<file path="src/scm_pkg.sv">
package scm_pkg;
  localparam int unsigned CLK_MHZ = 25;
  // Supply settling time before configuration restart is released
  localparam int unsigned SETTLE_US = 10000;
  localparam int unsigned SETTLE_CYCLES = SETTLE_US * CLK_MHZ;
  // Half period of the unconfigured lamp flash
  localparam int unsigned FLASH_HALF_MS = 250;
  localparam int unsigned FLASH_HALF_CYCLES = FLASH_HALF_MS * 1000 * CLK_MHZ;

  localparam logic [3:0] ADDR_CTRL = 4'h0;
  localparam logic [3:0] ADDR_FLASH = 4'h4;
  localparam logic [3:0] ADDR_STATUS = 4'h8;

  localparam int CTRL_SOFT_RESTART = 0;
  localparam logic [31:0] CTRL_RESET = 32'h0000_0000;

  localparam logic [1:0] RESP_OKAY = 2'h0;
  localparam logic [1:0] RESP_SLVERR = 2'h2;

  typedef enum logic [1:0] {
    SEQ_OFF = 2'b00,
    SEQ_SETTLE = 2'b01,
    SEQ_RUN = 2'b10
  } scm_seq_t;

  typedef struct packed {
    logic green;
    logic red;
  } scm_lamps_t;

  typedef struct packed {
    logic [21:0] zero;
    scm_seq_t seq;
    logic spare;
    logic restart_n;
    logic debug_sel;
    logic aux_n;
    logic ext_n;
    logic config_done;
    logic core_good;
    logic supplies_good;
  } scm_status_t;
endpackage

</file>
<file path="src/scm_controller.sv">
// Notes on behaviour
// - Debug select low or open routes the debug chain to the FPGA, high routes it here.
// - supplies_good is high only while every supply rail reports good.
// - A low external_reset_n holds the configuration restart line low.
// - aux_reset_n holds the restart line low exactly like external_reset_n, and high does nothing.
// - aux_reset_n resets the FPGA only and never touches any supply switch.
// - After power-up the restart line stays low until all rails have settled.
// - Both status lamps flash while the FPGA is unconfigured.
// - After configuration the status lamps follow the user design.
// - The external supply is switched onto the internal 3.3V rail only once the core rail is good.
//
// Implementation choices: the AXI4-Lite slave port and the placing of the registers.
`timescale 1ns/1ps
`default_nettype none
module scm_controller #(
  parameter int unsigned NUM_RAILS = 4,
  parameter int unsigned SETTLE_CYCLES = scm_pkg::SETTLE_CYCLES,
  parameter logic [31:0] FLASH_HALF_RESET = 32'(scm_pkg::FLASH_HALF_CYCLES)
) (
  input wire logic clock,
  input wire logic rst_n,
  input wire logic [NUM_RAILS-1:0] rail_good,
  input wire logic external_reset_n,
  input wire logic aux_reset_n,
  input wire logic debug_port_select,
  input wire logic fpga_config_done,
  input wire scm_pkg::scm_lamps_t user_status_lamps,
  output logic supplies_good,
  output logic fpga_config_restart_n,
  output logic rail_3v3_enable,
  output logic jtag_to_fpga_en,
  output logic jtag_to_ctrl_en,
  output logic status_lamp_green,
  output logic status_lamp_red,
  input wire logic [3:0] s_axi_awaddr,
  input wire logic s_axi_awvalid,
  output logic s_axi_awready,
  input wire logic [31:0] s_axi_wdata,
  input wire logic [3:0] s_axi_wstrb,
  input wire logic s_axi_wvalid,
  output logic s_axi_wready,
  output logic [1:0] s_axi_bresp,
  output logic s_axi_bvalid,
  input wire logic s_axi_bready,
  input wire logic [3:0] s_axi_araddr,
  input wire logic s_axi_arvalid,
  output logic s_axi_arready,
  output logic [31:0] s_axi_rdata,
  output logic [1:0] s_axi_rresp,
  output logic s_axi_rvalid,
  input wire logic s_axi_rready
);
  import scm_pkg::*;

  logic [2:0] sync_a;
  logic [2:0] sync_b;
  logic ext_s;
  logic aux_s;
  logic dbg_s;
  scm_seq_t seq;
  logic [31:0] settle_cnt;
  logic [31:0] ctrl;
  logic [31:0] flash_half;
  logic [31:0] flash_cnt;
  logic flash;
  logic all_good;
  logic aw_got;
  logic w_got;
  logic [3:0] aw_addr;
  logic [31:0] w_data;
  logic [3:0] w_strb;
  scm_status_t status;

  always_ff @(posedge clock) begin
    if (!rst_n) begin
      sync_a <= 3'h0;
      sync_b <= 3'h0;
    end else begin
      sync_a <= {external_reset_n, aux_reset_n, debug_port_select};
      sync_b <= sync_a;
    end
  end
  assign ext_s = sync_b[2];
  assign aux_s = sync_b[1];
  assign dbg_s = sync_b[0];
  assign all_good = &rail_good;

  always_ff @(posedge clock) begin
    if (!rst_n) begin
      jtag_to_fpga_en <= 1'b1;
      jtag_to_ctrl_en <= 1'b0;
    end else begin
      jtag_to_fpga_en <= !dbg_s;
      jtag_to_ctrl_en <= dbg_s;
    end
  end

  always_ff @(posedge clock) begin
    if (!rst_n) begin
      supplies_good <= 1'b0;
    end else begin
      supplies_good <= all_good;
    end
  end

  // 3.3V switch follows core rail only
  always_ff @(posedge clock) begin
    if (!rst_n) begin
      rail_3v3_enable <= 1'b0;
    end else begin
      rail_3v3_enable <= rail_good[0];
    end
  end

  always_ff @(posedge clock) begin
    if (!rst_n) begin
      seq <= SEQ_OFF;
      settle_cnt <= 32'h0;
    end else if (!all_good) begin
      seq <= SEQ_OFF;
      settle_cnt <= 32'h0;
    end else begin
      unique case (seq)
        SEQ_OFF: begin
          seq <= SEQ_SETTLE;
          settle_cnt <= 32'h0;
        end
        SEQ_SETTLE: begin
          if (settle_cnt >= SETTLE_CYCLES - 1) begin
            seq <= SEQ_RUN;
          end
          settle_cnt <= settle_cnt + 32'h1;
        end
        SEQ_RUN: begin
          seq <= SEQ_RUN;
        end
        default: begin
          seq <= SEQ_OFF;
        end
      endcase
    end
  end

  always_ff @(posedge clock) begin
    if (!rst_n) begin
      fpga_config_restart_n <= 1'b0;
    end else begin
      fpga_config_restart_n <= (seq == SEQ_RUN) && ext_s && aux_s && !ctrl[CTRL_SOFT_RESTART];
    end
  end

  always_ff @(posedge clock) begin
    if (!rst_n) begin
      flash_cnt <= 32'h0;
      flash <= 1'b0;
    end else if (fpga_config_done) begin
      flash_cnt <= 32'h0;
      flash <= 1'b0;
    end else if (flash_cnt >= flash_half) begin
      flash_cnt <= 32'h0;
      flash <= !flash;
    end else begin
      flash_cnt <= flash_cnt + 32'h1;
    end
  end

  always_ff @(posedge clock) begin
    if (!rst_n) begin
      status_lamp_green <= 1'b0;
      status_lamp_red <= 1'b0;
    end else if (fpga_config_done) begin
      status_lamp_green <= user_status_lamps.green;
      status_lamp_red <= user_status_lamps.red;
    end else begin
      status_lamp_green <= flash;
      status_lamp_red <= flash;
    end
  end

  assign s_axi_awready = !aw_got && !s_axi_bvalid;
  assign s_axi_wready = !w_got && !s_axi_bvalid;
  assign s_axi_arready = !s_axi_rvalid;

  // Write channel capture and response
  always_ff @(posedge clock) begin
    if (!rst_n) begin
      aw_got <= 1'b0;
      w_got <= 1'b0;
      aw_addr <= 4'h0;
      w_data <= 32'h0;
      w_strb <= 4'h0;
      s_axi_bvalid <= 1'b0;
      s_axi_bresp <= RESP_OKAY;
    end else begin
      if (s_axi_awvalid && s_axi_awready) begin
        aw_got <= 1'b1;
        aw_addr <= s_axi_awaddr;
      end
      if (s_axi_wvalid && s_axi_wready) begin
        w_got <= 1'b1;
        w_data <= s_axi_wdata;
        w_strb <= s_axi_wstrb;
      end
      if (aw_got && w_got && !s_axi_bvalid) begin
        aw_got <= 1'b0;
        w_got <= 1'b0;
        s_axi_bvalid <= 1'b1;
        s_axi_bresp <= (aw_addr == ADDR_CTRL || aw_addr == ADDR_FLASH ||
                        aw_addr == ADDR_STATUS) ? RESP_OKAY : RESP_SLVERR;
      end else if (s_axi_bvalid && s_axi_bready) begin
        s_axi_bvalid <= 1'b0;
      end
    end
  end

  // Register updates, byte lanes honoured
  always_ff @(posedge clock) begin
    if (!rst_n) begin
      ctrl <= CTRL_RESET;
      flash_half <= FLASH_HALF_RESET;
    end else if (aw_got && w_got && !s_axi_bvalid) begin
      for (int b = 0; b < 4; b++) begin
        if (w_strb[b] && aw_addr == ADDR_CTRL) begin
          ctrl[b*8 +: 8] <= w_data[b*8 +: 8];
        end
        if (w_strb[b] && aw_addr == ADDR_FLASH) begin
          flash_half[b*8 +: 8] <= w_data[b*8 +: 8];
        end
      end
    end
  end

  always_comb begin
    status = '0;
    status.seq = seq;
    status.restart_n = fpga_config_restart_n;
    status.debug_sel = dbg_s;
    status.aux_n = aux_s;
    status.ext_n = ext_s;
    status.config_done = fpga_config_done;
    status.core_good = rail_good[0];
    status.supplies_good = supplies_good;
  end

  // Read channel
  always_ff @(posedge clock) begin
    if (!rst_n) begin
      s_axi_rvalid <= 1'b0;
      s_axi_rdata <= 32'h0;
      s_axi_rresp <= RESP_OKAY;
    end else if (s_axi_arvalid && s_axi_arready) begin
      s_axi_rvalid <= 1'b1;
      s_axi_rresp <= RESP_OKAY;
      unique case (s_axi_araddr)
        ADDR_CTRL: s_axi_rdata <= {31'h0, ctrl[CTRL_SOFT_RESTART]};
        ADDR_FLASH: s_axi_rdata <= flash_half;
        ADDR_STATUS: s_axi_rdata <= status;
        default: begin
          s_axi_rdata <= 32'h0;
          s_axi_rresp <= RESP_SLVERR;
        end
      endcase
    end else if (s_axi_rvalid && s_axi_rready) begin
      s_axi_rvalid <= 1'b0;
    end
  end

  AST_JTAG_ROUTE: assert property (@(posedge clock) disable iff (!rst_n)
    dbg_s |=> (jtag_to_ctrl_en && !jtag_to_fpga_en))
    else $error("debug chain not routed to controller");
  AST_SUPPLIES_GOOD: assert property (@(posedge clock) disable iff (!rst_n)
    !all_good |=> !supplies_good)
    else $error("supplies_good high with a failed rail");
  AST_EXT_RESET: assert property (@(posedge clock) disable iff (!rst_n)
    !ext_s |=> !fpga_config_restart_n)
    else $error("external reset did not hold restart low");
  AST_AUX_RESET: assert property (@(posedge clock) disable iff (!rst_n)
    !aux_s |=> !fpga_config_restart_n)
    else $error("aux reset did not hold restart low");
  AST_AUX_NO_RAIL: assert property (@(posedge clock) disable iff (!rst_n)
    ($changed(aux_s) && $stable(rail_good[0])) |=> $stable(rail_3v3_enable))
    else $error("aux reset moved the supply switch");
  AST_SETTLE_HOLD: assert property (@(posedge clock) disable iff (!rst_n)
    (seq != SEQ_RUN) |=> !fpga_config_restart_n)
    else $error("restart released before supplies settled");
  AST_SETTLE_DONE: assert property (@(posedge clock) disable iff (!rst_n)
    (seq == SEQ_SETTLE && all_good && settle_cnt == SETTLE_CYCLES - 1) |=> seq == SEQ_RUN)
    else $error("settle end not reached on time");
  AST_FLASH: assert property (@(posedge clock) disable iff (!rst_n)
    (!fpga_config_done && flash_cnt >= flash_half) |=> flash != $past(flash))
    else $error("lamp flash did not toggle");
  AST_HANDOVER: assert property (@(posedge clock) disable iff (!rst_n)
    fpga_config_done |=> (status_lamp_green == $past(user_status_lamps.green) &&
                          status_lamp_red == $past(user_status_lamps.red)))
    else $error("lamps not handed to user design");
  AST_RAIL_3V3: assert property (@(posedge clock) disable iff (!rst_n)
    rail_3v3_enable |-> $past(rail_good[0]))
    else $error("3.3V switched on without core rail");
  AST_SYNC_PATH: assert property (@(posedge clock) disable iff (!rst_n)
    !external_reset_n [*3] |=> !fpga_config_restart_n)
    else $error("external reset not through synchroniser in time");
endmodule
`default_nettype wire

</file>
<file path="config.mk">
export PLATFORM = sky130hd
export DESIGN_NAME = scm_controller
export DESIGN_NICKNAME = d
export VERILOG_FILES = /design/src/scm_pkg.sv /design/src/scm_controller.sv
export SDC_FILE = /design/constraint.sdc
export NUM_CORES = 1
export LEC_CHECK = 0
export ABC_AREA = 1
export BUFFER_PORTS_ARGS = -buffer_cell sky130_fd_sc_hd__buf_2
export CORE_MARGIN = 2
export CORE_UTILIZATION = 58
export CTS_CLUSTER_SIZE = 20
export DETAILED_ROUTE_END_ITERATION = 10
export PLACE_DENSITY_LB_ADDON = 0.08
export REMOVE_ABC_BUFFERS = 1
export SYNTH_ARGS = -nofsm -noshare
export SYNTH_HDL_FRONTEND = slang
export SYNTH_SLANG_ARGS = --single-unit
export TNS_END_PERCENT = 30
</file>
<file path="constraint.sdc">
create_clock -name clock -period 2.1 [get_ports clock]
set_clock_uncertainty 0.15 [all_clocks]
set_input_delay 0 -clock clock [delete_from_list [all_inputs] [get_ports clock]]
set_output_delay 0 -clock clock [all_outputs]
set_load 0.02 [all_outputs]
</file>
Word level (Yosys, flattened, before mapping)
Index checks and enable logic that the tools add are counted.
{ "classes": {"bitwise": 1, "n_lt_le_gt_ge": 2, "n_addsub": 2, "muxes": 12, "eq_ne": 7, "n_reduce_logical": 43} }
{ "op_table": {"columns": ["op", "count"], "rows": [
  ["$pmux W32 S3", 1],
  ["$add A32 B1 Y32 const B", 2],
  ["$pmux W32 S2", 1],
  ["$ge A32 B18 Y1 const B", 1],
  ["$ge A32 B32 Y1", 1],
  ["$logic_and A1 B1 Y1", 17],
  ["$reduce_and A2 Y1", 5],
  ["$eq A4 B3 Y1 const B", 2],
  ["$eq A4 B4 Y1 const B", 2],
  ["$logic_not A4 Y1", 2],
  ["$logic_not A1 Y1", 7],
  ["$mux W1", 6],
  ["$mux W2", 3],
  ["$pmux W2 S3", 1],
  ["$reduce_bool A2 Y1", 3],
  ["$reduce_or A3 Y1", 2],
  ["$reduce_and A5 Y1", 1],
  ["$reduce_and A4 Y1", 1],
  ["$reduce_or A2 Y1", 2],
  ["$eq A2 B1 Y1 const B", 1],
  ["$eq A2 B2 Y1 const B", 1],
  ["$logic_not A2 Y1", 1],
  ["$logic_or A1 B1 Y1", 2],
  ["$ne A2 B2 Y1 const B", 1],
  ["$not A1 Y1", 1]
]} }
{ "totals": {"regBits": 193, "out_inout_bits": 48, "word_cells": 95, "input_bits": 61} }

Logic depth before layout (Yosys ltp)
{ "depth": {"word_depth": 4, "depth_mapped": 15} }

Worst setup path after synthesis
Ideal clock, no wire load.
{ "synth_timing": {"path_type": "reg2reg", "from": "reg flash_cnt[0]", "to": "reg flash_cnt[17]", "path_stages_with_launch": 13, "n_path_buf": 1, "setup_slack_ps": 286, "t_required_ps": 1832, "period_less_slack_ps": 1814, "t_arrival_ps": 1546, "setup_ps": 118, "path_cell_list": "dfxtp_1 > inv_1 > ha_1 > nand2_1 > nor2_1 > nand2_1 > nor2_1 > nor2_1 > nand2_1 > nand2_1 > nand3_1 > buf_2 > nor2_1"} }
{ "synth_via": {"elab_chain_len": 2, "word_cells_on_any_way": 3} }
{ "synth_rtl": {"columns": ["element", "line", "text"], "rows": [
  ["start, declared", "scm_controller.sv:64", "logic [31:0] flash_cnt;"],
  ["start signal, assigned", "scm_controller.sv:163", "flash_cnt <= flash_cnt + 32'h1;"],
  ["$ge A32 B32 Y1", "scm_controller.sv:159", "end else if (flash_cnt >= flash_half) begin"],
  ["$reduce_or A3 Y1 (no line)", null, null]
]} }
Several ways; a longest one is shown, not always the timed one.
A chain may end at the register's enable or synchronous reset.

Worst setup path in the final report
{ "layout_timing": {"from": "in rst_n", "to": "reg settle_cnt[17]"} }
{ "layout_via": {"elab_chain_len": 1} }
{ "layout_rtl": {"columns": ["element", "line", "text"], "rows": [
  ["start, declared", "scm_controller.sv:21", "input wire logic rst_n,"],
  ["$reduce_and A5 Y1 (no line)", null, null],
  ["end signal, assigned", "scm_controller.sv:132", "settle_cnt <= settle_cnt + 32'h1;"],
  ["end, declared", "scm_controller.sv:61", "logic [31:0] settle_cnt;"]
]} }
Every way passes these cells.

==> results.json <==
{
  "reg2regPathDepth": 6,
  "grt-ovfl-total": 0,
  "cts_made_buffers": 17,
  "holdCritPathClass": "in -> reg",
  "min_from": "s_axi_araddr[1]",
  "comb_power_share_pct": 9.9,
  "grt_max_degree": 37,
  "crit_slowest_cell": "dlygate4sd3_1",
  "yosysTopAreaCell": "dfxtp_1",
  "drt-wirelength-per-cell_um": 14.9,
  "yosysUniqueCellTypes": 48,
  "dpl.cell_count": 1502,
  "hold_depth": 6,
  "critPathMaxFanout": 16,
  "leakage_nw": 4.94,
  "grt_pass1_wl_mm": 39.5,
  "viasPerCell": 5.35,
  "final_area_sq_um": 11700,
  "place_ws_ns": 0.0716,
  "row_count": 45,
  "cts_tree": "done",
  "async_flop_share_pct": 0,
  "finalWirelength_mm": 24.4,
  "peakVddDrop_mv": 0.578,
  "r2r-end": "w_data[1]$_SDFFE_PN0P_",
  "ys_ff_latch": 191,
  "start_util_pct": 59.1,
  "total_power_mw": 8.07,
  "port_buffers": 106,
  "dp_hpwl_mm": 15.7,
  "cap_violations": 0,
  "synth_top_area_share_pct": 42.7,
  "regToRegSetupSlack_ns": 0.07,
  "die_y_um": 128,
  "yosysWarnings": 0,
  "synth_compound_area_share_pct": 16.3,
  "synthFlopType": "dfxtp_1",
  "status": "finished, final reports clean",
  "area_growth_pct": 30.4,
  "hold_violations": 0,
  "drcViolationCount": 0,
  "synth-xor-area-share_pct": 2.05,
  "synth_fa_ha_area_share_pct": 5.17,
  "power_frac_seq_pct": 47.2,
  "die_w_um": 128,
  "drt-pass1-iter-count": 5,
  "arrival_ns": 2.25,
  "timing.final.crit_share_pct": 97.1,
  "power_density_nw_per_um2": 691,
  "first_iter_violations": 521,
  "reg2reg_from": "s_axi_bvalid$_SDFFE_PN0P_",
  "path_clk_slew_ns": 0.07,
  "synth-seq-area-share_pct": 42.7,
  "critPathMaxStageDelay_ns": 0.60,
  "drv_slew": 0,
  "grt_usage_pct": 30.3,
  "finalCriticalPeriod_ns": 2.04,
  "intPower_mw": 6.07,
  "netlist_top_cells_count": "nand2_1, dfxtp_1, inv_1, nor2_1, a21oi_1",
  "holdPathEnd": "s_axi_rdata[4]$_SDFFE_PN0P_",
  "netlist_instances": 1213,
  "crit_required_ns": 2.31,
  "layout_setup_ws_ns": 0.0607,
  "clockBufferDepth": 2,
  "fmax_mhz": 490,
  "critPathBufInv": 6,
  "setup_violations": 0,
  "synth_edf_count": 0,
  "clock_sinks": 191,
  "syn_avg_cell_area_sq_um": 7.39,
  "yosysMostFrequentCell": "nand2_1",
  "crit_top_cell": "dlygate4sd3_1",
  "grt_pass1_vias": 8300,
  "p_sw_mw": 1.99,
  "switching_share_pct": 24.7,
  "rsz0062_at_grt": "yes",
  "whs_ns": 0.0393,
  "finalNetCount": 1542,
  "drive_gt1_share_pct": 17.2,
  "fin_util_pct": 77.1,
  "ant_nets": 0,
  "via_count": 8810,
  "dieArea_sq_um": 16500,
  "p_clk_share_pct": 42.8,
  "synth_top_family_by_area": "simple AND/OR/NAND/NOR gates",
  "yosys-top-cells-area": "dfxtp_1, nand2_1, a21oi_1",
  "cp_top_family": "buffers and inverters",
  "placed_area_sq_um": 9850,
  "synth_mux_area_share_pct": 0,
  "cts_root_buf": "clkbuf_16",
  "nFillCells": 1156,
  "syn_area_sq_um": 8960,
  "final_cells": 1646,
  "crit_chain": "dlygate4sd3_1 -> clkbuf_4 -> nand2_1 -> dlygate4sd3_1 -> inv_1 -> nand4_1 -> inv_2 -> buf_8 -> o21ai_0 -> a21oi_1",
  "clk_latency_ns": 0.44,
  "gp_congestion": 0.926,
  "core_area_sq_um": 15100,
  "grt_antenna_before_repair": 1,
  "io_pins": 109,
  "synth_simple_gate_area_share_pct": 24.9,
  "startpoint_type": "input port",
  "tns_ns": 0,
  "crit_cells": 10,
  "end_kind": "flip-flop",
  "worstSetupPathType": "in -> reg",
  "htreeDepth": 4
}
-- layer usage --
metal,vias to the layer above,GRT usage [%],part of all wire (%)
li1,4431,-,-
met1,4058,38.9,45
met2,280,51.3,48
met3,41,6.34,5.4
met4,0,9.37,1.6
met5,-,0,0
-- area by class of cell --
| type | count | area (sq um) | share of cell area [%] |
|---|---|---|---|
| multi-input combinational | 821 | 4430 | 37.9 |
| sequential | 191 | 3820 | 32.7 |
| timing repair buffer | 256 | 1970 | 16.9 |
| inverter | 157 | 592 | 5.07 |
| clock buffer | 19 | 453 | 3.88 |
| tap | 188 | 235 | 2.01 |
| clock inverter | 13 | 176 | 1.51 |
| antenna | 1 | 2.50 | 0.0214 |
-- registers in the layout, summed over array words and instances (netlist names), 2 cells and up --
name         flops
flash_cnt       32
flash_half      32
s_axi_rdata     32
settle_cnt      32
w_data          32
aw_addr          4
w_strb           4
sync_a           3
sync_b           3
seq              2
-- what timing repair did --
item / 4_1_cts / 5_1_grt
hold buffers: 106 / 0
buffers inserted: 0 / 4
endpoints found under the hold margin: 129 / 0
endpoints found under the setup margin: 0 / 89
resized for setup: 0 / 30
-- how the worst max path moves through the flow --
| stage | endpoint | slack, ns | startpoint |
|---|---|---|---|
| after floorplan | w_data[10]$_SDFFE_PN0P_ | -0.43 | s_axi_bvalid$_SDFFE_PN0P_ |
| after global placement | flash_cnt[17]$_SDFF_PP0_ | 0.11 | flash_half[15]$_SDFFE_PN0P_ |
| after detailed placement | flash_cnt[14]$_SDFF_PP0_ | 0.07 | flash_half[15]$_SDFFE_PN0P_ |
| after CTS | s_axi_rdata[1]$_SDFFE_PN0P_ | 0.02 | s_axi_araddr[0] |
| after global routing | flash_cnt[28]$_SDFF_PP0_ | -0.04 | flash_half[10]$_SDFFE_PN1P_ |
| final | settle_cnt[17]$_SDFFE_PN0P_ | 0.06 | rst_n |
-- logic make-up after synthesis --
| group | after synthesis |
|---|---|
| buffers and inverters | 202 |
| xor gates and xnor gates | 21 |
| adders and majority gates | 37 |
| DFF | 191 |
| and+or+nand+nor | 487 |
| AOI/OAI and AO/OA | 274 |
| other | 1 |
-- power groups by stage --
stage	Sequential (mW)	Combinational [mW]	Clock [mW]
finish	3.81	0.803	3.46
global route	3.82	0.875	3.66
CTS	3.80	0.755	3.49
detailed placement	3.89	0.583	0
global placement	3.88	0.574	0
floorplan	3.93	0.275	0
-- worst min-delay path, delay by kind of cell --
family                 cells  cell delay, ns
AOI/OAI and AO/OA          2            0.15
buffers and inverters      1            0.10
and+or+nand+nor            3            0.33
-- layout by cell type, fill, tap and decap left out, types with 11 or more instances in the layout --
cell type	Yosys	routed
a211oi_1	13	13
inv_1	144	142
ha_1	37	35
o21ai_0	104	103
buf_4	4	38
nand2_1	219	216
nor2_1	138	132
dfxtp_1	191	191
xor2_1	15	15
dlygate4sd3_1	0	106
a21oi_1	129	127
nor3_1	20	20
nor2_2	8	13
buf_2	14	105
nand3_1	37	35
inv_2	11	11
clkbuf_16	0	17
nand4_1	23	23
Note: power is estimated with default switching activity, not from simulation.
